$ cat src/rtl/mas_pkg.sv
// Constants and carrier types for the microcode address sequencer.
// Assumes one common clock; every user of these names writes mas_pkg::name.
package mas_pkg;

   // ----------------------------------------------------------------
   // Widths
   // ----------------------------------------------------------------
   localparam int ADDR_W = 8;
   localparam int MUX_N = 6;
   localparam int ROWS_N = 8;
   localparam int EXP_W = 8;
   localparam int PADDR_W = 12;
   localparam int CS_DEPTH = 256;
   localparam int CS_WORD_W = 64;

   // ----------------------------------------------------------------
   // Trap vectors (octal 0, 4, 10, 20 and the idle entry 3)
   // ----------------------------------------------------------------
   localparam logic [7:0] VEC_INIT = 8'h00;
   localparam logic [7:0] VEC_BRK = 8'h04;
   localparam logic [7:0] VEC_ABORT = 8'h08;
   localparam logic [7:0] VEC_NEGZERO = 8'h10;
   localparam logic [7:0] VEC_IDLE = 8'h03;

   // Branch-select value that disables every multiplexer
   localparam logic [2:0] SEL_NONE = 3'h7;
   localparam logic [1:0] TGT_WIDE = 2'h0;
   localparam logic [1:0] TGT_MUX0 = 2'h1;
   localparam logic [1:0] TGT_MUX1 = 2'h2;
   localparam logic [1:0] TGT_BOTH = 2'h3;

   // ----------------------------------------------------------------
   // Register map (byte addresses)
   // ----------------------------------------------------------------
   localparam logic [11:0] OFS_CTRL = 12'h000;
   localparam logic [11:0] OFS_BREAK = 12'h004;
   localparam logic [11:0] OFS_STATUS = 12'h008;

   // Field positions
   localparam int CTRL_MAINT_BIT = 0;
   localparam int STAT_ADDR_LSB = 0;
   localparam int STAT_FLAGS_LSB = 8;
   localparam int STAT_IDLE_BIT = 12;

   // Reset values
   localparam logic [7:0] RST_ADDR = 8'h00;
   localparam logic RST_MAINT = 1'b0;
   localparam logic [7:0] RST_BREAK = 8'h00;
   localparam logic [31:0] RST_PRDATA = 32'h0000_0000;

   // ----------------------------------------------------------------
   // Carriers
   // ----------------------------------------------------------------
   typedef struct packed {
      logic [7:0] next_addr;
      logic [2:0] branch_select_field;
      logic [1:0] branch_target_field;
      logic jump_enable_field;
   } mas_uword_t;

   typedef struct packed {
      logic negative_zero;
      logic abort;
      logic breakpoint;
      logic init;
   } mas_traps_t;

   // Row r, column c: condition fed to input r of multiplexer c
   typedef logic [ROWS_N-1:0][MUX_N-1:0] mas_cond_t;

endpackage : mas_pkg

$ cat src/rtl/mas_branch_mux.sv
// Six branch-condition multiplexers with their enable decode.
// Assumes condition rows are on the sequencer clock; purely combinational.
`timescale 1ns/1ns
module mas_branch_mux (
   input wire mas_pkg::mas_cond_t cond,
   input wire logic [2:0] branch_select_field,
   input wire logic [1:0] branch_target_field,
   input wire logic trap_pending,
   output logic [5:0] mux_out
);

   logic [5:0] enable;
   logic upper_mux_group_enable;

   // ----------------------------------------------------------------
   // Enable decode
   // ----------------------------------------------------------------
   // Traps suppress the wide group so a vector is never disturbed
   assign upper_mux_group_enable = (branch_target_field == mas_pkg::TGT_WIDE) & ~trap_pending;

   always_comb begin
      enable = 6'h00;
      enable[5:2] = {4{upper_mux_group_enable}};
      case (branch_target_field)
         mas_pkg::TGT_WIDE: begin
            enable[1:0] = {2{~branch_select_field[0]}};
         end
         mas_pkg::TGT_MUX0: begin
            enable[0] = 1'b1;
         end
         mas_pkg::TGT_MUX1: begin
            enable[1] = 1'b1;
         end
         mas_pkg::TGT_BOTH: begin
            enable[1:0] = 2'h3;
         end
         default: begin
            enable = 6'h00;
         end
      endcase
   end

   // ----------------------------------------------------------------
   // Multiplexers
   // ----------------------------------------------------------------
   genvar gi;
   generate
      for (gi = 0; gi < mas_pkg::MUX_N; gi++) begin : g_mux
         // Select zero picks row A, the opcode and fraction-subtract row
         assign mux_out[gi] = enable[gi]
            & (branch_select_field != mas_pkg::SEL_NONE)
            & cond[branch_select_field][gi];
      end
   endgenerate

endmodule : mas_branch_mux

$ cat src/rtl/mas_sequencer.sv
// Control-store address sequencer with trap vectors and an APB slave.
// Assumes the control word and datapath conditions come from pclk logic;
// initialize and the two abort inputs are asynchronous and are synchronised.
`timescale 1ns/1ns
module mas_sequencer (
   input wire logic pclk,
   input wire logic presetn,
   input wire logic psel,
   input wire logic penable,
   input wire logic pwrite,
   input wire logic [11:0] paddr,
   input wire logic [31:0] pwdata,
   output logic [31:0] prdata,
   output logic pready,
   output logic pslverr,
   input wire mas_pkg::mas_uword_t uword,
   input wire mas_pkg::mas_cond_t cond,
   input wire logic idle_state,
   input wire logic accumulator_multiplexer_sign,
   input wire logic [7:0] accumulator_multiplexer_exponent,
   input wire logic init_async,
   input wire logic cpu_abort_async,
   input wire logic host_abort_async,
   input wire mas_pkg::mas_traps_t trap_clear,
   output logic [7:0] control_store_address_reg,
   output mas_pkg::mas_traps_t trap_flags,
   output logic return_idle_request
);

   // ----------------------------------------------------------------
   // Declarations
   // ----------------------------------------------------------------
   logic [2:0] sync1_q;
   logic [2:0] sync2_q;
   logic [7:0] addr_q;
   logic [7:0] addr_d;
   mas_pkg::mas_traps_t flags_q;
   mas_pkg::mas_traps_t flags_d;
   mas_pkg::mas_traps_t cause;
   logic idle_q;
   logic maint_q;
   logic [7:0] break_q;
   logic [31:0] prdata_q;
   logic pready_q;
   logic pslverr_q;
   logic [5:0] mux_out;
   logic trap_low_bits_inhibit;
   logic trap_high_bits_inhibit;
   logic go_idle;
   logic negative_zero_condition;
   logic [7:0] vector;
   logic [7:0] branched;
   logic setup;
   logic access;
   logic hit_ctrl;
   logic hit_break;
   logic hit_status;

   // ----------------------------------------------------------------
   // Input synchronisers
   // ----------------------------------------------------------------
   // Order: 0 init, 1 cpu abort, 2 host abort
   always_ff @(posedge pclk or negedge presetn) begin
      if (!presetn) begin
         sync1_q <= 3'h0;
         sync2_q <= 3'h0;
      end else begin
         sync1_q <= {host_abort_async, cpu_abort_async, init_async};
         sync2_q <= sync1_q;
      end
   end

   // ----------------------------------------------------------------
   // Trap detection
   // ----------------------------------------------------------------
   // Complement-form data: a set sign with a zero exponent is minus zero
   assign negative_zero_condition = accumulator_multiplexer_sign & (accumulator_multiplexer_exponent == 8'h00);

   always_comb begin
      cause = '0;
      if (sync2_q[0] & sync2_q[1]) begin
         cause.init = 1'b1;
      end else if (maint_q & ~idle_state & (break_q == addr_q)) begin
         cause.breakpoint = 1'b1;
      end else if (sync2_q[2]) begin
         cause.abort = 1'b1;
      end else if (negative_zero_condition) begin
         cause.negative_zero = 1'b1;
      end
   end

   always_comb begin
      vector = 8'h00;
      case (1'b1)
         cause.init: begin
            vector = mas_pkg::VEC_INIT;
         end
         cause.breakpoint: begin
            vector = mas_pkg::VEC_BRK;
         end
         cause.abort: begin
            vector = mas_pkg::VEC_ABORT;
         end
         cause.negative_zero: begin
            vector = mas_pkg::VEC_NEGZERO;
         end
         default: begin
            vector = mas_pkg::VEC_IDLE;
         end
      endcase
   end

   assign trap_low_bits_inhibit = |cause;
   assign go_idle = uword.jump_enable_field & (uword.next_addr[1:0] == 2'h3)
      & ~trap_low_bits_inhibit;
   assign trap_high_bits_inhibit = trap_low_bits_inhibit | go_idle;

   // ----------------------------------------------------------------
   // Branch multiplexers
   // ----------------------------------------------------------------
   mas_branch_mux u_mux (
      .cond(cond),
      .branch_select_field(uword.branch_select_field),
      .branch_target_field(uword.branch_target_field),
      .trap_pending(trap_low_bits_inhibit),
      .mux_out(mux_out)
   );

   // ----------------------------------------------------------------
   // Next address
   // ----------------------------------------------------------------
   // The top two bits never see a multiplexer
   assign branched = uword.next_addr | {2'h0, mux_out};

   always_comb begin
      addr_d = branched;
      if (trap_high_bits_inhibit) begin
         addr_d[7:2] = vector[7:2];
      end
      if (trap_low_bits_inhibit) begin
         addr_d[1:0] = 2'h0;
      end else if (go_idle) begin
         addr_d[1:0] = mas_pkg::VEC_IDLE[1:0];
      end
   end

   // Eight bits reach every word of the 256-deep store
   always_ff @(posedge pclk or negedge presetn) begin
      if (!presetn) begin
         addr_q <= mas_pkg::RST_ADDR;
         idle_q <= 1'b0;
      end else begin
         addr_q <= addr_d;
         idle_q <= go_idle;
      end
   end

   // ----------------------------------------------------------------
   // Sticky trap flags
   // ----------------------------------------------------------------
   // A new cause in the clearing cycle keeps its flag
   assign flags_d = (flags_q & ~trap_clear) | cause;

   always_ff @(posedge pclk or negedge presetn) begin
      if (!presetn) begin
         flags_q <= '0;
      end else begin
         flags_q <= flags_d;
      end
   end

   // ----------------------------------------------------------------
   // APB slave
   // ----------------------------------------------------------------
   // Ready is raised for the first access cycle, so no wait states
   assign setup = psel & ~penable;
   assign access = psel & penable & pready_q;
   assign hit_ctrl = (paddr == mas_pkg::OFS_CTRL);
   assign hit_break = (paddr == mas_pkg::OFS_BREAK);
   assign hit_status = (paddr == mas_pkg::OFS_STATUS);

   always_ff @(posedge pclk or negedge presetn) begin
      if (!presetn) begin
         pready_q <= 1'b0;
         pslverr_q <= 1'b0;
         prdata_q <= mas_pkg::RST_PRDATA;
      end else begin
         pready_q <= setup;
         pslverr_q <= setup & ~(hit_ctrl | hit_break | hit_status);
         prdata_q <= 32'h0000_0000;
         if (setup & ~pwrite) begin
            if (hit_ctrl) begin
               prdata_q[mas_pkg::CTRL_MAINT_BIT] <= maint_q;
            end
            if (hit_break) begin
               prdata_q[7:0] <= break_q;
            end
            if (hit_status) begin
               prdata_q[mas_pkg::STAT_ADDR_LSB +: 8] <= addr_q;
               prdata_q[mas_pkg::STAT_FLAGS_LSB +: 4] <= flags_q;
               prdata_q[mas_pkg::STAT_IDLE_BIT] <= idle_q;
            end
         end
      end
   end

   // Maintenance mode gates the microbreak comparison
   always_ff @(posedge pclk or negedge presetn) begin
      if (!presetn) begin
         maint_q <= mas_pkg::RST_MAINT;
      end else if (access & pwrite & hit_ctrl) begin
         maint_q <= pwdata[mas_pkg::CTRL_MAINT_BIT];
      end
   end

   always_ff @(posedge pclk or negedge presetn) begin
      if (!presetn) begin
         break_q <= mas_pkg::RST_BREAK;
      end else if (access & pwrite & hit_break) begin
         break_q <= pwdata[7:0];
      end
   end

   // ----------------------------------------------------------------
   // Outputs
   // ----------------------------------------------------------------
   assign control_store_address_reg = addr_q;
   assign trap_flags = flags_q;
   assign return_idle_request = idle_q;
   assign prdata = prdata_q;
   assign pready = pready_q;
   assign pslverr = pslverr_q;

   // ----------------------------------------------------------------
   // Assertions
   // ----------------------------------------------------------------
   a_init_vector: assert property (@(posedge pclk) disable iff (!presetn)
      (sync2_q[0] & sync2_q[1]) |=> (addr_q == 8'h00) && flags_q.init)
      else $error("init trap did not vector to zero");

   a_break_vector: assert property (@(posedge pclk) disable iff (!presetn)
      (maint_q & ~idle_state & (break_q == addr_q) & ~(sync2_q[0] & sync2_q[1]))
      |=> (addr_q == 8'h04) && flags_q.breakpoint)
      else $error("microbreak did not vector to four");

   a_abort_vector: assert property (@(posedge pclk) disable iff (!presetn)
      (cause.abort) |=> (addr_q == 8'h08) && flags_q.abort && !return_idle_request)
      else $error("abort did not vector correctly");

   a_negzero_vector: assert property (@(posedge pclk) disable iff (!presetn)
      (accumulator_multiplexer_sign && accumulator_multiplexer_exponent == 8'h00 && !sync2_q[2] && !sync2_q[0] && !maint_q)
      |=> (addr_q == 8'h10) && flags_q.negative_zero)
      else $error("negative zero did not vector to octal twenty");

   a_idle_jump: assert property (@(posedge pclk) disable iff (!presetn)
      (uword.jump_enable_field && uword.next_addr[1:0] == 2'h3 && cause == '0)
      |=> (addr_q == 8'h03) && return_idle_request)
      else $error("return to idle did not load address three");

   a_or_only: assert property (@(posedge pclk) disable iff (!presetn)
      (!trap_high_bits_inhibit) |=> ((addr_q & $past(uword.next_addr)) == $past(uword.next_addr))
         && (addr_q[7:6] == $past(uword.next_addr[7:6])))
      else $error("branching cleared an address bit");

   a_plain_load: assert property (@(posedge pclk) disable iff (!presetn)
      (!trap_high_bits_inhibit && uword.branch_select_field == 3'h7)
      |=> addr_q == $past(uword.next_addr))
      else $error("unmodified next address not loaded");

   a_low_block: assert property (@(posedge pclk) disable iff (!presetn)
      (trap_low_bits_inhibit) |=> (addr_q[1:0] == 2'h0) && !return_idle_request)
      else $error("trap let low address bits through");

   a_flag_sticky: assert property (@(posedge pclk) disable iff (!presetn)
      (flags_q.abort && !trap_clear.abort) |=> flags_q.abort [*1] ##1 1'b1)
      else $error("abort flag dropped without clear");

   a_apb_ready: assert property (@(posedge pclk) disable iff (!presetn)
      (psel && !penable) |=> pready && (pslverr == !$past(hit_ctrl | hit_break | hit_status)))
      else $error("apb ready not raised after setup");

   a_mux_none: assert property (@(posedge pclk) disable iff (!presetn)
      (uword.branch_select_field == mas_pkg::SEL_NONE) |-> (mux_out == 6'h00))
      else $error("select seven still modified the address");

   a_mux0_only: assert property (@(posedge pclk) disable iff (!presetn)
      (uword.branch_target_field == mas_pkg::TGT_MUX0) |-> (mux_out[5:1] == 5'h00))
      else $error("target one enabled more than multiplexer zero");

   a_mux1_only: assert property (@(posedge pclk) disable iff (!presetn)
      (uword.branch_target_field == mas_pkg::TGT_MUX1)
      |-> (mux_out[5:2] == 4'h0) && !mux_out[0])
      else $error("target two enabled more than multiplexer one");

   a_odd_narrow: assert property (@(posedge pclk) disable iff (!presetn)
      (uword.branch_target_field == mas_pkg::TGT_WIDE && uword.branch_select_field[0])
      |-> (mux_out[1:0] == 2'h0))
      else $error("odd select reached multiplexers zero or one");

   a_row_a_pass: assert property (@(posedge pclk) disable iff (!presetn)
      (uword.branch_select_field == 3'h0 && uword.branch_target_field == mas_pkg::TGT_WIDE
      && cause == '0) |-> (mux_out == cond[0]))
      else $error("row A conditions not passed");

   a_negzero_needs: assert property (@(posedge pclk) disable iff (!presetn)
      (!accumulator_multiplexer_sign || accumulator_multiplexer_exponent != 8'h00) |-> !cause.negative_zero)
      else $error("negative zero trap without sign and zero exponent");

   a_break_gated: assert property (@(posedge pclk) disable iff (!presetn)
      (!maint_q || idle_state || break_q != addr_q) |-> !cause.breakpoint)
      else $error("microbreak outside maintenance or in idle");

   a_init_first: assert property (@(posedge pclk) disable iff (!presetn)
      (sync2_q[0] && sync2_q[1]) |-> cause.init && !cause.abort && !cause.breakpoint)
      else $error("init trap did not take priority");

   a_idle_upper: assert property (@(posedge pclk) disable iff (!presetn)
      (go_idle) |=> (addr_q[7:2] == 6'h00))
      else $error("return to idle kept upper address bits");

   a_set_wins: assert property (@(posedge pclk) disable iff (!presetn)
      (cause.abort && trap_clear.abort) |=> flags_q.abort)
      else $error("abort flag lost to a clear in the same cycle");

endmodule : mas_sequencer

$ cat config.mk
export PLATFORM = sky130hd
export DESIGN_NAME = mas_sequencer
export DESIGN_NICKNAME = d
export VERILOG_FILES = /design/src/rtl/mas_pkg.sv /design/src/rtl/mas_branch_mux.sv /design/src/rtl/mas_sequencer.sv
export SDC_FILE = /design/constraint.sdc
export NUM_CORES = 1
export LEC_CHECK = 0
export CORE_MARGIN = 8
export CORE_UTILIZATION = 50
export CTS_CLUSTER_SIZE = 16
export DETAILED_ROUTE_END_ITERATION = 10
export DONT_BUFFER_PORTS = 1
export PLACE_DENSITY = 0.68
export SYNTH_ARGS = -nofsm -noshare
export SYNTH_HDL_FRONTEND = slang
export SYNTH_SLANG_ARGS = --single-unit
$ cat constraint.sdc
create_clock -name pclk -period 1.5 [get_ports pclk]
set_input_delay 0.3 -clock pclk [delete_from_list [all_inputs] [get_ports pclk]]
set_output_delay 0.3 -clock pclk [all_outputs]
set_load 0.005 [all_outputs]
Word level (Yosys, flattened, before mapping)
Index checks and enable logic that the tools add are counted.
Word-level totals
  input port bits: 128
  bits in registers: 43
  output and inout bits: 47
  word-level logic and storage cells: 87
Cells by class
  bitwise gates (word level): 37
  muxes and demuxes: 22
  eq/ne operators: 8
  reductions and logical operators: 6
  magnitude comparators: 1
Operators by type and width (number)
  13-bit 2-to-1 mux: 2
  1-bit bitwise AND: 24
  5-bit 2-to-1 mux: 4
  6-bit binary-select mux with 3-bit select: 1
  12-bit by 3-bit equality test with 1-bit output (second input constant): 1
  12-bit by 4-bit equality test with 1-bit output (second input constant): 1
  12-bit zero test: 1
  6-bit 2-to-1 mux: 2
  8-bit equality test: 1
  8-bit zero test: 1
  8-bit 2-to-1 mux: 1
  8-bit by 6-bit OR with 8-bit output: 1
  2-bit equality test (second input constant): 3
  1-bit 2-to-1 mux: 6
  2-bit 2-to-1 mux: 3
  1-bit inverter: 6
  4-bit bitwise AND: 1
  3-bit by 4-bit less-than comparator with 1-bit output (second input constant): 1
  4-bit inverter: 1
  4-bit OR: 1
  1-bit case mux with 2 select lines: 2
  2-bit OR reduction: 2
  4-bit OR reduction: 1
  3-bit 2-to-1 mux: 1
  4 further kinds: 6

Logic depth before layout (Yosys ltp)
Gate-level depths: netlist (run 1).
  depth after elaboration: 14
  mapped depth: 6
  mapped depth without buffers: 4

By module
A second synthesis (run 1) with hierarchy kept.
Unflattened totals
  cells, all modules: 204
  area, all modules: 2332.2 µm²
By module, submodules not included
  mas_sequencer: area each 1871.8 µm², cells an instance 158, times used 1, sequential area each 1076.0 µm²
  mas_branch_mux: area each 460.4 µm², cells an instance 46, times used 1, sequential area each 0.0 µm²

Least setup slack after synthesis (run 1)
OpenSTA, ideal clock, no wires.
  path kind: input to register
  start: in paddr[9]
  end: reg break_q[0]
  path buffers: 0
  cell stages on the path: 4
  slack: -224 ps
  setup time: 125 ps
  required time: 1375 ps
  arrival time: 1599 ps
  cells stage by stage: nor4_2 -> nand3_1 -> nor4_4 -> mux2_2
Between the ends
  word-level cells in the longest chain between the ends: 2
Ends and longest elaborated chain
  from (decl): line mas_sequencer.sv:11  | input wire logic [11:0] paddr,
  12-bit by 3-bit equality test with 1-bit output: line mas_sequencer.sv:179  | assign hit_break = (paddr == mas_pkg::OFS_BREAK);
  1-bit bitwise AND: line mas_sequencer.sv:219  | end else if (access & pwrite & hit_break) begin
  to (signal assigned): line mas_sequencer.sv:218  | break_q <= mas_pkg::RST_BREAK;
  to (signal assigned): line mas_sequencer.sv:220  | break_q <= pwdata[7:0];
  to (decl): line mas_sequencer.sv:42  | logic [7:0] break_q;
Every way passes these cells.
A chain may end at the register's enable or synchronous reset.

Worst setup path in the final report (run 1)
  start: reg break_q[3]
  end: reg addr_q[4], in the netlist control_store_address_reg[4]
Between the ends
  word-level cells in the longest chain between the ends: 11
  elaborated cells between the ends (all ways): 18
  those cells by class: eq/ne: 1; mux: 8; bitwise: 8; reduce/logical: 1
Ends and longest elaborated chain
  8-bit equality test *: line mas_sequencer.sv:83  | end else if (maint_q & ~idle_state & (break_q == addr_q)) begin
  1-bit bitwise AND *: line mas_sequencer.sv:83
  1-bit 2-to-1 mux or 2-bit 2-to-1 mux (tied branches): line mas_sequencer.sv:83
  3-bit 2-to-1 mux *: line mas_sequencer.sv:81  | if (sync2_q[0] & sync2_q[1]) begin
  4-bit OR reduction: line mas_sequencer.sv:113  | assign trap_low_bits_inhibit = |cause;
  1-bit inverter: line mas_branch_mux.sv:19, mas_sequencer.sv:115
  1-bit bitwise AND: line mas_branch_mux.sv:19  | assign upper_mux_group_enable = (branch_target_field == mas_pkg::TGT_WIDE) & ~trap_pending;
  1-bit bitwise AND: line mas_branch_mux.sv:51  | & (branch_select_field != mas_pkg::SEL_NONE)
  1-bit bitwise AND: line mas_branch_mux.sv:52  | & cond[branch_select_field][gi];
  8-bit by 6-bit OR with 8-bit output: line mas_sequencer.sv:133  | assign branched = uword.next_addr | {2'h0, mux_out};
  6-bit 2-to-1 mux *: line mas_sequencer.sv:137  | if (trap_high_bits_inhibit) begin
  net addr_d[4]: line mas_sequencer.sv:36  | logic [7:0] addr_d;
  to (signal assigned): line mas_sequencer.sv:150  | addr_q <= mas_pkg::RST_ADDR;
  to (signal assigned): line mas_sequencer.sv:153  | addr_q <= addr_d;
  to (decl): line mas_sequencer.sv:35  | logic [7:0] addr_q;
The timed path passes the listed nets; every way through them passes the cells marked *.

==> results of run 1 <==
repair_timing:
action	in CTS	in global routing
setup endpoints to repair	5	10
gates cloned	0	1
hold endpoints to repair	43	0
pin swaps	1	1
hold buffers	2	0
buffers inserted	0	4
resized for setup	1	6
logic make-up (layout without fill, tap and decap cells):
group	count (synthesis)	in the layout
compound gates	32	32
xor+xnor	8	8
buf+inv	34	37
flops	43	43
mux	24	24
other cells	1	19
simple gates	58	58
layer usage:
metal  GRT usage [%]  vias up
li1                -      729
met1            15.5      756
met3            9.28       16
met4            8.79        0
met5               0        -
met2            28.8      124
power by group:
group / switching, uW / internal (uW)
sequential: 27.5 / 1190
combinational: 128 / 148
clock: 373 / 488
total: 529 / 1830
layout by cell type (no fill, tap or decap), drive strengths merged, types with 2 or more instances in the layout:
cell and count:
o22ai 2, or2 2, mux2i 5, a21oi 3
nand2b 3, a211oi 2, nand2 2, and2 5
o21ai 3, mux2 12, nor4 4, clkbuf 6
a22oi 7, o211ai 7, mux4 7, inv 9
buf 20, xnor2 7, a221oi 2, o221ai 2
dfrtp 43, nand3b 5, nor2 14, nand3 3
conb 19, nand4 4, nor3b 2, nor3 6
nor2b 6
cell type report:
| type | instances | area [um2] |
|---|---|---|
| sequential | 43 | 1080 |
| tap | 52 | 65.1 |
| fill | 365 | 1770 |
| timing repair buffer | 21 | 176 |
| multi-input combinational | 141 | 1160 |
| inverter | 9 | 33.8 |
| clock inverter | 1 | 30.0 |
| clock buffer | 6 | 72.6 |
cells in the mapped netlist (all sizes together), types with 3 or more instances:
cell type,number
a21oi,3
a22oi,7
and2,5
buf,22
clkbuf,3
dfrtp,43
inv,9
mux2,12
mux2i,5
mux4,7
nand2b,3
nand3,3
nand3b,5
nand4,4
nor2,14
nor2b,6
nor3,6
nor4,4
o211ai,7
o21ai,3
xnor2,7
stage by stage:
stage	utilization (%)	std cells
finish	59.7	273
detailed placement	55.0	259
global route	59.7	273
floorplan	-	218
global placement	55.0	259
CTS	58.1	268
critical path: stages, from the launching register on:
cell	delay [ns]
dfrtp_1	0.42
xnor2_2	0.18
nand3_2	0.12
o41ai_4	0.35
buf_4	0.21
a221oi_1	0.05
worst min-delay path by stage:
stage / to / slack [ns]
finish: sync1_q[0] / 0.03
CTS: sync1_q[1] / 0.02
global route: sync1_q[1] / 0.02
global placement: prdata[6] / 0.006
detailed placement: prdata[4] / 0.006
floorplan: break_q[0] / 0.004
==> run_results.csv, run 1 <==
group,metric,value,unit
logic_synthesis,yosysWarnings,0,
timing,clock_skew,0.0114,ns
layout,area_growth_syn_to_layout,14.4,%
global_routing,antenna_found_initial,0,
cts,h-tree-depth,2,
placement,detailedPlace.worstSlack,-0.230,ns
worst_setup_path,critPathCapture,"control_store_address_reg[4]",
cts,clkTransAtPathRegs,0.07,ns
logic_synthesis,synth.area.top_cells,"dfrtp_1, mux4_2, buf_4, mux2_2, xnor2_1",
min_path,holdCritStartpoint,"init_async",
floorplanning,dieArea,6990,um2
logic_synthesis,synth_enable_flop_cells,0,
floorplanning,die_x,83.6,um
drt,top_layer,"met4",
run_status,status,"completed",
logic_synthesis,async_reset_ff_share,100,%
timing,worstMarginPinSlew,0.498,ns
global_routing,grt_pass1_wl,9500,um
drt,totalWireLength,6220,um
worst_setup_path,reg2reg_depth,5,
worst_setup_path,crit_path_max_fanout,5,
placement,place_congestion,0.829,
cts,root_buffer,"clkbuf_8",
job,cap_viol_max_count,0,
drt,drcViolationCount,0,
min_path,worst_hold_path.num_cells,0,
timing,setup_viol,0,
worst_setup_path,start_kind,"flop",
worst_setup_path,worstPathRequired,1.66,ns
global_routing,grt_overflow,0,
drt,first_pass_iters,4,
timing,fin_setup_tns,0,ns
timing,fin_ws,0.0421,ns
drt,postRouteAntennaNets,0,
logic_synthesis,synth_compound_area_share,10.3,%
layout,layout.nets,349,
global_routing,grt_pass1_vias,1846,
floorplanning,core_area,4380,um2
timing,hold_viol_final,0,
placement,hpwl,5230,um
global_routing,grt_max_degree,44,
cts,numCtsBuffers,5,
layout,largest_reg_flops,13,
logic_synthesis,yosys.area_share.simple,15.5,%
logic_synthesis,synth_top_area_share,47.0,%
cts,cts_buffer_depth,2,
power_and_ir_drop,leakagePower,0.00116,uW
floorplanning,core.rowCount,24,
drt,met1_length,2100,um
logic_synthesis,synth_area,2290,um2
logic_synthesis,synth_xor_xnor_area_share,3.06,%
cts,cts_tree,"done",
drt,drt_iter0_markers,104,
logic_synthesis,post-synth-top-area-cell,"dfrtp_1",
timing,fin_hold_ws,0.0320,ns
layout,layout-drive-gt1-share,26.7,%
global_routing,grtUsageTotal,16.8,%
logic_synthesis,synth_cell_types,39,
cts,clock_latency,0.30,ns
drt,wl_met3,839,um
worst_setup_path,cp-end-kind,"flop",
layout,diodes,0,
timing,fin_crit_sh,97.2,%
logic_synthesis,ys_ff_latch,43,
floorplanning,io_pins,175,
worst_setup_path,cp.arrival,1.62,ns
logic_synthesis,synth.avg_cell_area,11.4,um2
worst_setup_path,regToRegStartpoint,"break_q[3]",
logic_synthesis,synth_ff_type,"dfrtp_1",
placement,place_area,2410,um2
logic_synthesis,synth_mux_area_share,15.0,%
power_and_ir_drop,irDropWorstVdd,0.310,mV
min_path,hold_path.class,"in -> reg",
timing,max_freq,686,MHz
worst_setup_path,startpoint,"break_q[3]",
logic_synthesis,yosys.area_share.adder,0,%
timing,report.final.slew_viol_count,0,
worst_setup_path,critPathKind,"reg -> reg",
drt,via_per_inst,5.95,
timing,rsz0062_at_grt,"yes",
drt,vias,1625,
cts,clkSinkCount,43,
power_and_ir_drop,power.total,2360,uW
layout,design_area,2620,um2
timing,relSlewSlack,66.7,%
logic_synthesis,ys_seq_area_share,47.0,%
placement,port_buffers,0,
power_and_ir_drop,power.density_cell_area,900,nW/um2
drt,met2_length,3080,um
drt,wl_per_cell,22.8,um
logic_synthesis,synthCells,200,
timing,layout_min_cycle_time,1.46,ns
logic_synthesis,synth_top_family_by_area,"simple AND/OR/NAND/NOR gates",
worst_setup_path,r2r_slack,0.04,ns
worst_setup_path,reg2reg_to,"control_store_address_reg[4]",
floorplanning,die_h,83.6,um
floorplanning,start_util,52.2,%
Note: power is estimated with default switching activity, not from simulation.
==> run 2: changes to the inputs <==
--- a/config.mk
+++ b/config.mk
@@ -7,4 +7,3 @@
 export LEC_CHECK = 0
-export CORE_MARGIN = 8
-export CORE_UTILIZATION = 50
+export CORE_UTILIZATION = 30
 export CTS_CLUSTER_SIZE = 16
@@ -12,3 +11,2 @@
 export DONT_BUFFER_PORTS = 1
-export PLACE_DENSITY = 0.68
 export SYNTH_ARGS = -nofsm -noshare
==> constraint.sdc (replaced) <==
create_clock -name pclk -period 1.5 [get_ports pclk]
set_input_delay 0.225 -clock pclk [delete_from_list [all_inputs] [get_ports pclk]]
set_output_delay 0.225 -clock pclk [all_outputs]
set_load 0.005 [all_outputs]
==> run_results.csv, run 2 (synthesis gave the netlist of run 1 again) <==
group,metric,value,unit
layout,layout.nets,346,
global_routing,use_met3,3.60,%
timing,setup_viol,0,
cts,h-tree-depth,2,
layout,layout-drive-gt1-share,23.7,%
placement,place_congestion,0.691,
floorplanning,die_h,89.3,um
min_path,holdCritStartpoint,"trap_clear[0]",
floorplanning,core.rowCount,31,
layout,largest_reg_flops,13,
cts,cts_tree,"done",
cts,clkTransAtPathRegs,0.07,ns
timing,fin_ws,0.0343,ns
drt,first_pass_iters,4,
power_and_ir_drop,p_sw_share,22.6,%
power_and_ir_drop,power.internal,1750,uW
drt,postRouteAntennaNets,0,
layout,area_growth_syn_to_layout,15.1,%
power_and_ir_drop,p_sw,512,uW
cts,root_buffer,"clkbuf_8",
placement,detailedPlace.worstSlack,-0.123,ns
floorplanning,io_pins,175,
placement,port_buffers,0,
floorplanning,core_area,7290,um2
drt,vias,1580,
cts,clock_latency,0.29,ns
timing,hold_viol_final,0,
worst_setup_path,worstPathRequired,1.68,ns
power_and_ir_drop,comb_power_share,11.8,%
worst_setup_path,max_stage_delay,0.41,ns
timing,rsz0062_at_grt,"yes",
timing,fin_crit_sh,97.7,%
timing,max_freq,682,MHz
worst_setup_path,start_kind,"flop",
global_routing,grt_overflow,0,
floorplanning,die_x,89.3,um
global_routing,met1_usage,15.1,%
global_routing,grt_pass1_vias,1544,
global_routing,grt_pass1_wl,7770,um
global_routing,antenna_found_initial,0,
timing,layout_min_cycle_time,1.47,ns
drt,wl_per_cell,16.7,um
cts,cts_buffer_depth,2,
worst_setup_path,cp_slowest_cell,"dfrtp_1",
floorplanning,start_util,31.4,%
layout,diodes,0,
power_and_ir_drop,p_seq_share,53.6,%
drt,totalWireLength,5320,um
job,cap_viol_max_count,0,
drt,via_per_inst,4.97,
global_routing,grtUsageTotal,13.2,%
global_routing,grt_use_met2,23.5,%
min_path,hold_path.class,"in -> reg",
worst_setup_path,critPathKind,"reg -> reg",
placement,hpwl,4320,um
power_and_ir_drop,irDropWorstVdd,0.343,mV
cts,numCtsBuffers,5,
power_and_ir_drop,power.density_cell_area,859,nW/um2
run_status,status,"completed",
worst_setup_path,cp-end-kind,"flop",
layout,layout_commonest_cell,"dfrtp_1",
global_routing,top_usage_layer,"met2",
drt,drt_iter0_markers,29,
worst_setup_path,regToRegStartpoint,"break_q[5]",
timing,clock_skew,0.00232,ns
worst_setup_path,crit_path_max_fanout,6,
power_and_ir_drop,clkPwrFrac,34.6,%
timing,fin_hold_ws,0.0252,ns
cts,clkSinkCount,43,
global_routing,grt_max_degree,44,
floorplanning,dieArea,7980,um2
power_and_ir_drop,leakagePower,0.00112,uW
drt,drcViolationCount,0,
layout,layout.cells.most_common_list,"dfrtp_1, conb_1, nor2_1",
worst_setup_path,cp.arrival,1.64,ns
timing,report.final.slew_viol_count,0,
worst_setup_path,crit_path_cell_trace,"xnor2_1, nand3_1, o41ai_4, buf_4, nor3_1",
worst_setup_path,startpoint,"break_q[5]",
run 2: cell count changes in the layout (fill, tap and decap cells not counted), moves of 2 or more:
| cell | delta |
|---|---|
| nor3_2 | +3 |
| mux2_2 | +3 |
| clkbuf_8 | +2 |
| buf_4 | -6 |
| mux2_4 | -3 |
| nor3_1 | -3 |
| xnor2_2 | -3 |
| xnor2_1 | +3 |
| dlygate4sd3_1 | +4 |
run 2: metrics by stage:
stage	setup TNS (ns)	instance area (um2)	std cells	power (uW)	utilization (%)
after global placement	-0.569	2440	304	1460	33.5
after CTS	0	2610	318	2290	35.8
final	0	2630	318	2260	36.1
after global routing	-0.554	2630	318	2370	36.1
after detailed placement	-0.931	2440	304	1460	33.5
after floorplan	-0.817	2410	218	1460	-
run 2: layout make-up:
class	instances	area, um2
Fill cell	742	4660
Multi-Input combinational cell	141	1140
Sequential cell	43	1080
Timing Repair Buffer	18	160
Tap cell	99	124
Clock buffer	8	100
Inverter	9	33.8
run 2: what timing repair did:
action / in CTS / in global routing
resized for setup: 0 / 4
hold buffers: 6 / 0
buffers inserted: 0 / 0
hold endpoints to repair: 47 / 0
endpoints found under the setup margin: 0 / 10
run 2: path summary, 6_finish.rpt:
path,endpoint,slack (ns),depth (start not counted)
max,control_store_address_reg[0],0.03,5
min,trap_flags[0],0.03,1
min in group asynchronous,pslverr,0.40,2
min reg2reg,sync2_q[2],0.35,0
max in group asynchronous,break_q[3],0.89,2
max reg2reg,control_store_address_reg[0],0.03,5
run 2: critical path, delay by kind of cell (launching register included):
family / cells / cell delay, ns
flops: 1 / 0.41
simple gates: 2 / 0.22
compound gates: 1 / 0.32
buf+inv: 1 / 0.21
xor+xnor: 1 / 0.19
run 2: power by group through the flow:
stage / registers (uW) / clock network [uW] / logic (uW)
2_1_floorplan: 1230 / 0 / 223
3_3_place_gp: 1240 / 0 / 222
3_5_place_dp: 1240 / 0 / 224
4_1_cts: 1210 / 811 / 266
5_1_grt: 1220 / 862 / 296
6_report: 1210 / 784 / 266
run 2: routing by layer:
layer  wire, um  vias up  share of wire [%]
li1           -      725                  -
met1       2000      746                 38
met2       2730      100                 51
met3        494        9                9.3
met4         95        0                1.8
met5          0        -                  0
==> run 3: changes to the inputs <==
--- a/config.mk
+++ b/config.mk
@@ -7,2 +7,3 @@
 export LEC_CHECK = 0
+export CAP_MARGIN = 20
 export CORE_UTILIZATION = 30
==> constraint.sdc (replaced) <==
create_clock -name pclk -period 1.5 [get_ports pclk]
set_input_delay 0.15 -clock pclk [delete_from_list [all_inputs] [get_ports pclk]]
set_output_delay 0.15 -clock pclk [all_outputs]
set_load 0.005 [all_outputs]
==> run_results.csv, run 3 (synthesis gave the netlist of run 1 again) <==
group,metric,value,unit
layout,diodes,0,
power_and_ir_drop,power.total,2180,uW
floorplanning,start_util,31.4,%
run_status,status,"completed",
drt,first_pass_iters,4,
drt,wl_per_cell,15.7,um
floorplanning,die_x,89.3,um
layout,layout-drive-gt1-share,22.8,%
timing,setup_viol,0,
floorplanning,core.rowCount,31,
layout,largest_reg_flops,13,
layout,layout.nets,359,
power_and_ir_drop,p_seq_share,55.6,%
power_and_ir_drop,power.density_cell_area,801,nW/um2
timing,hold_viol_final,0,
global_routing,grt_pass1_vias,1527,
placement,hpwl,4350,um
min_path,hold_path.class,"in -> reg",
power_and_ir_drop,p_sw_share,23.2,%
timing,report.final.slew_viol_count,0,
drt,drcViolationCount,0,
timing,fin_crit_sh,94.7,%
worst_setup_path,start_kind,"flop",
drt,drt_iter0_markers,70,
power_and_ir_drop,comb_power_share,13.1,%
global_routing,grt_max_degree,44,
drt,totalWireLength,5200,um
layout,layout_commonest_cell,"dfrtp_1",
layout,fin_util,37.3,%
timing,max_freq,704,MHz
placement,place_congestion,0.708,
layout,area_growth_syn_to_layout,19.0,%
power_and_ir_drop,irDropWorstVdd,0.430,mV
floorplanning,io_pins,175,
worst_setup_path,worstPathRequired,1.66,ns
layout,layout.cells.most_common_list,"dfrtp_1, conb_1, buf_4",
placement,port_buffers,0,
worst_setup_path,critPathKind,"reg -> reg",
placement,detailedPlace.worstSlack,-0.0315,ns
timing,fin_hold_ws,0.0133,ns
global_routing,grt_pass1_wl,7510,um
timing,clock_skew,0.00583,ns
cts,root_buffer,"clkbuf_8",
power_and_ir_drop,clkPwrFrac,31.4,%
cts,cts_tree,"done",
job,cap_viol_max_count,0,
drt,via_per_inst,4.88,
floorplanning,die_h,89.3,um
floorplanning,core_area,7290,um2
cts,numCtsBuffers,5,
power_and_ir_drop,power.internal,1670,uW
global_routing,grt_overflow,0,
global_routing,grtUsageTotal,12.8,%
cts,cts_buffer_depth,2,
power_and_ir_drop,leakagePower,0.00117,uW
timing,rsz0062_at_grt,"yes",
floorplanning,dieArea,7980,um2
drt,vias,1616,
cts,clock_latency,0.28,ns
global_routing,antenna_found_initial,0,
worst_setup_path,crit_path_max_fanout,4,
cts,clkTransAtPathRegs,0.08,ns
power_and_ir_drop,p_sw,507,uW
drt,postRouteAntennaNets,0,
timing,fin_ws,0.0794,ns
timing,layout_min_cycle_time,1.42,ns
cts,clkSinkCount,43,
worst_setup_path,cp-end-kind,"flop",
cts,h-tree-depth,2,
worst_setup_path,cp.arrival,1.59,ns
run 3: cell types whose count changed in the layout (fill, tap and decap cells not counted), sizes merged:
cell / delta
dlygate4sd3: +8
buf: +5
clkinv: +1
clkbuf: -1
run 3: path summary, 6_finish.rpt:
| check | from | endpoint | slack [ns] | cells past startpoint |
|---|---|---|---|---|
| min in group asynchronous | presetn | pready | 0.34 | 2 |
| max in group asynchronous | presetn | sync1_q[2] | 0.96 | 2 |
| worst min register to register | sync1_q[1] | sync2_q[1] | 0.35 | 0 |
| worst min-delay path | pwdata[0] | break_q[0] | 0.01 | 1 |
| worst max-delay path | break_q[3] | trap_flags[2] | 0.08 | 5 |
| worst max register to register | break_q[3] | trap_flags[2] | 0.08 | 5 |
run 3: final cells by class:
class | instances | area, um2
Clock buffer | 7 | 76.3
Clock inverter | 1 | 5.00
Fill cell | 744 | 4570
Inverter | 9 | 33.8
Multi-Input combinational cell | 141 | 1120
Sequential cell | 43 | 1080
Tap cell | 99 | 124
Timing Repair Buffer | 31 | 282
run 3: power by group through the flow:
stage	Sequential (uW)	Clock, uW	Combinational [uW]
global placement	1230	0	231
global route	1220	753	320
finish	1210	684	286
CTS	1210	701	287
floorplan	1230	0	220
detailed placement	1230	0	232
run 3: per-stage QoR:
| stage | cell area [um2] | std cells | TNS, ns |
|---|---|---|---|
| final | 2720 | 331 | 0 |
| after global routing | 2720 | 331 | -0.0775 |
| after CTS | 2690 | 329 | 0 |
| after detailed placement | 2470 | 308 | -0.211 |
| after global placement | 2470 | 308 | -0.0121 |
| after floorplan | 2390 | 218 | -0.517 |
run 3: routing by layer:
metal / GRT usage [%] / share of wire [%]
met5: 0 / 0
met4: 3.46 / 0.92
met3: 2.68 / 7.6
met2: 24.4 / 53
met1: 14.3 / 38
run 3: what timing repair did:
action / in CTS / in global routing
gates resized for setup: 0 / 3
setup buffers: 0 / 1
endpoints found under the setup margin: 0 / 14
hold endpoints to repair: 54 / 1
hold buffers: 13 / 1
run 3: critical path, cell delays in order (launching register included):
cell     delay, ns
dfrtp_1       0.40
xnor2_1       0.20
nand3_2       0.12
o41ai_4       0.31
buf_4         0.19
o22ai_1       0.08
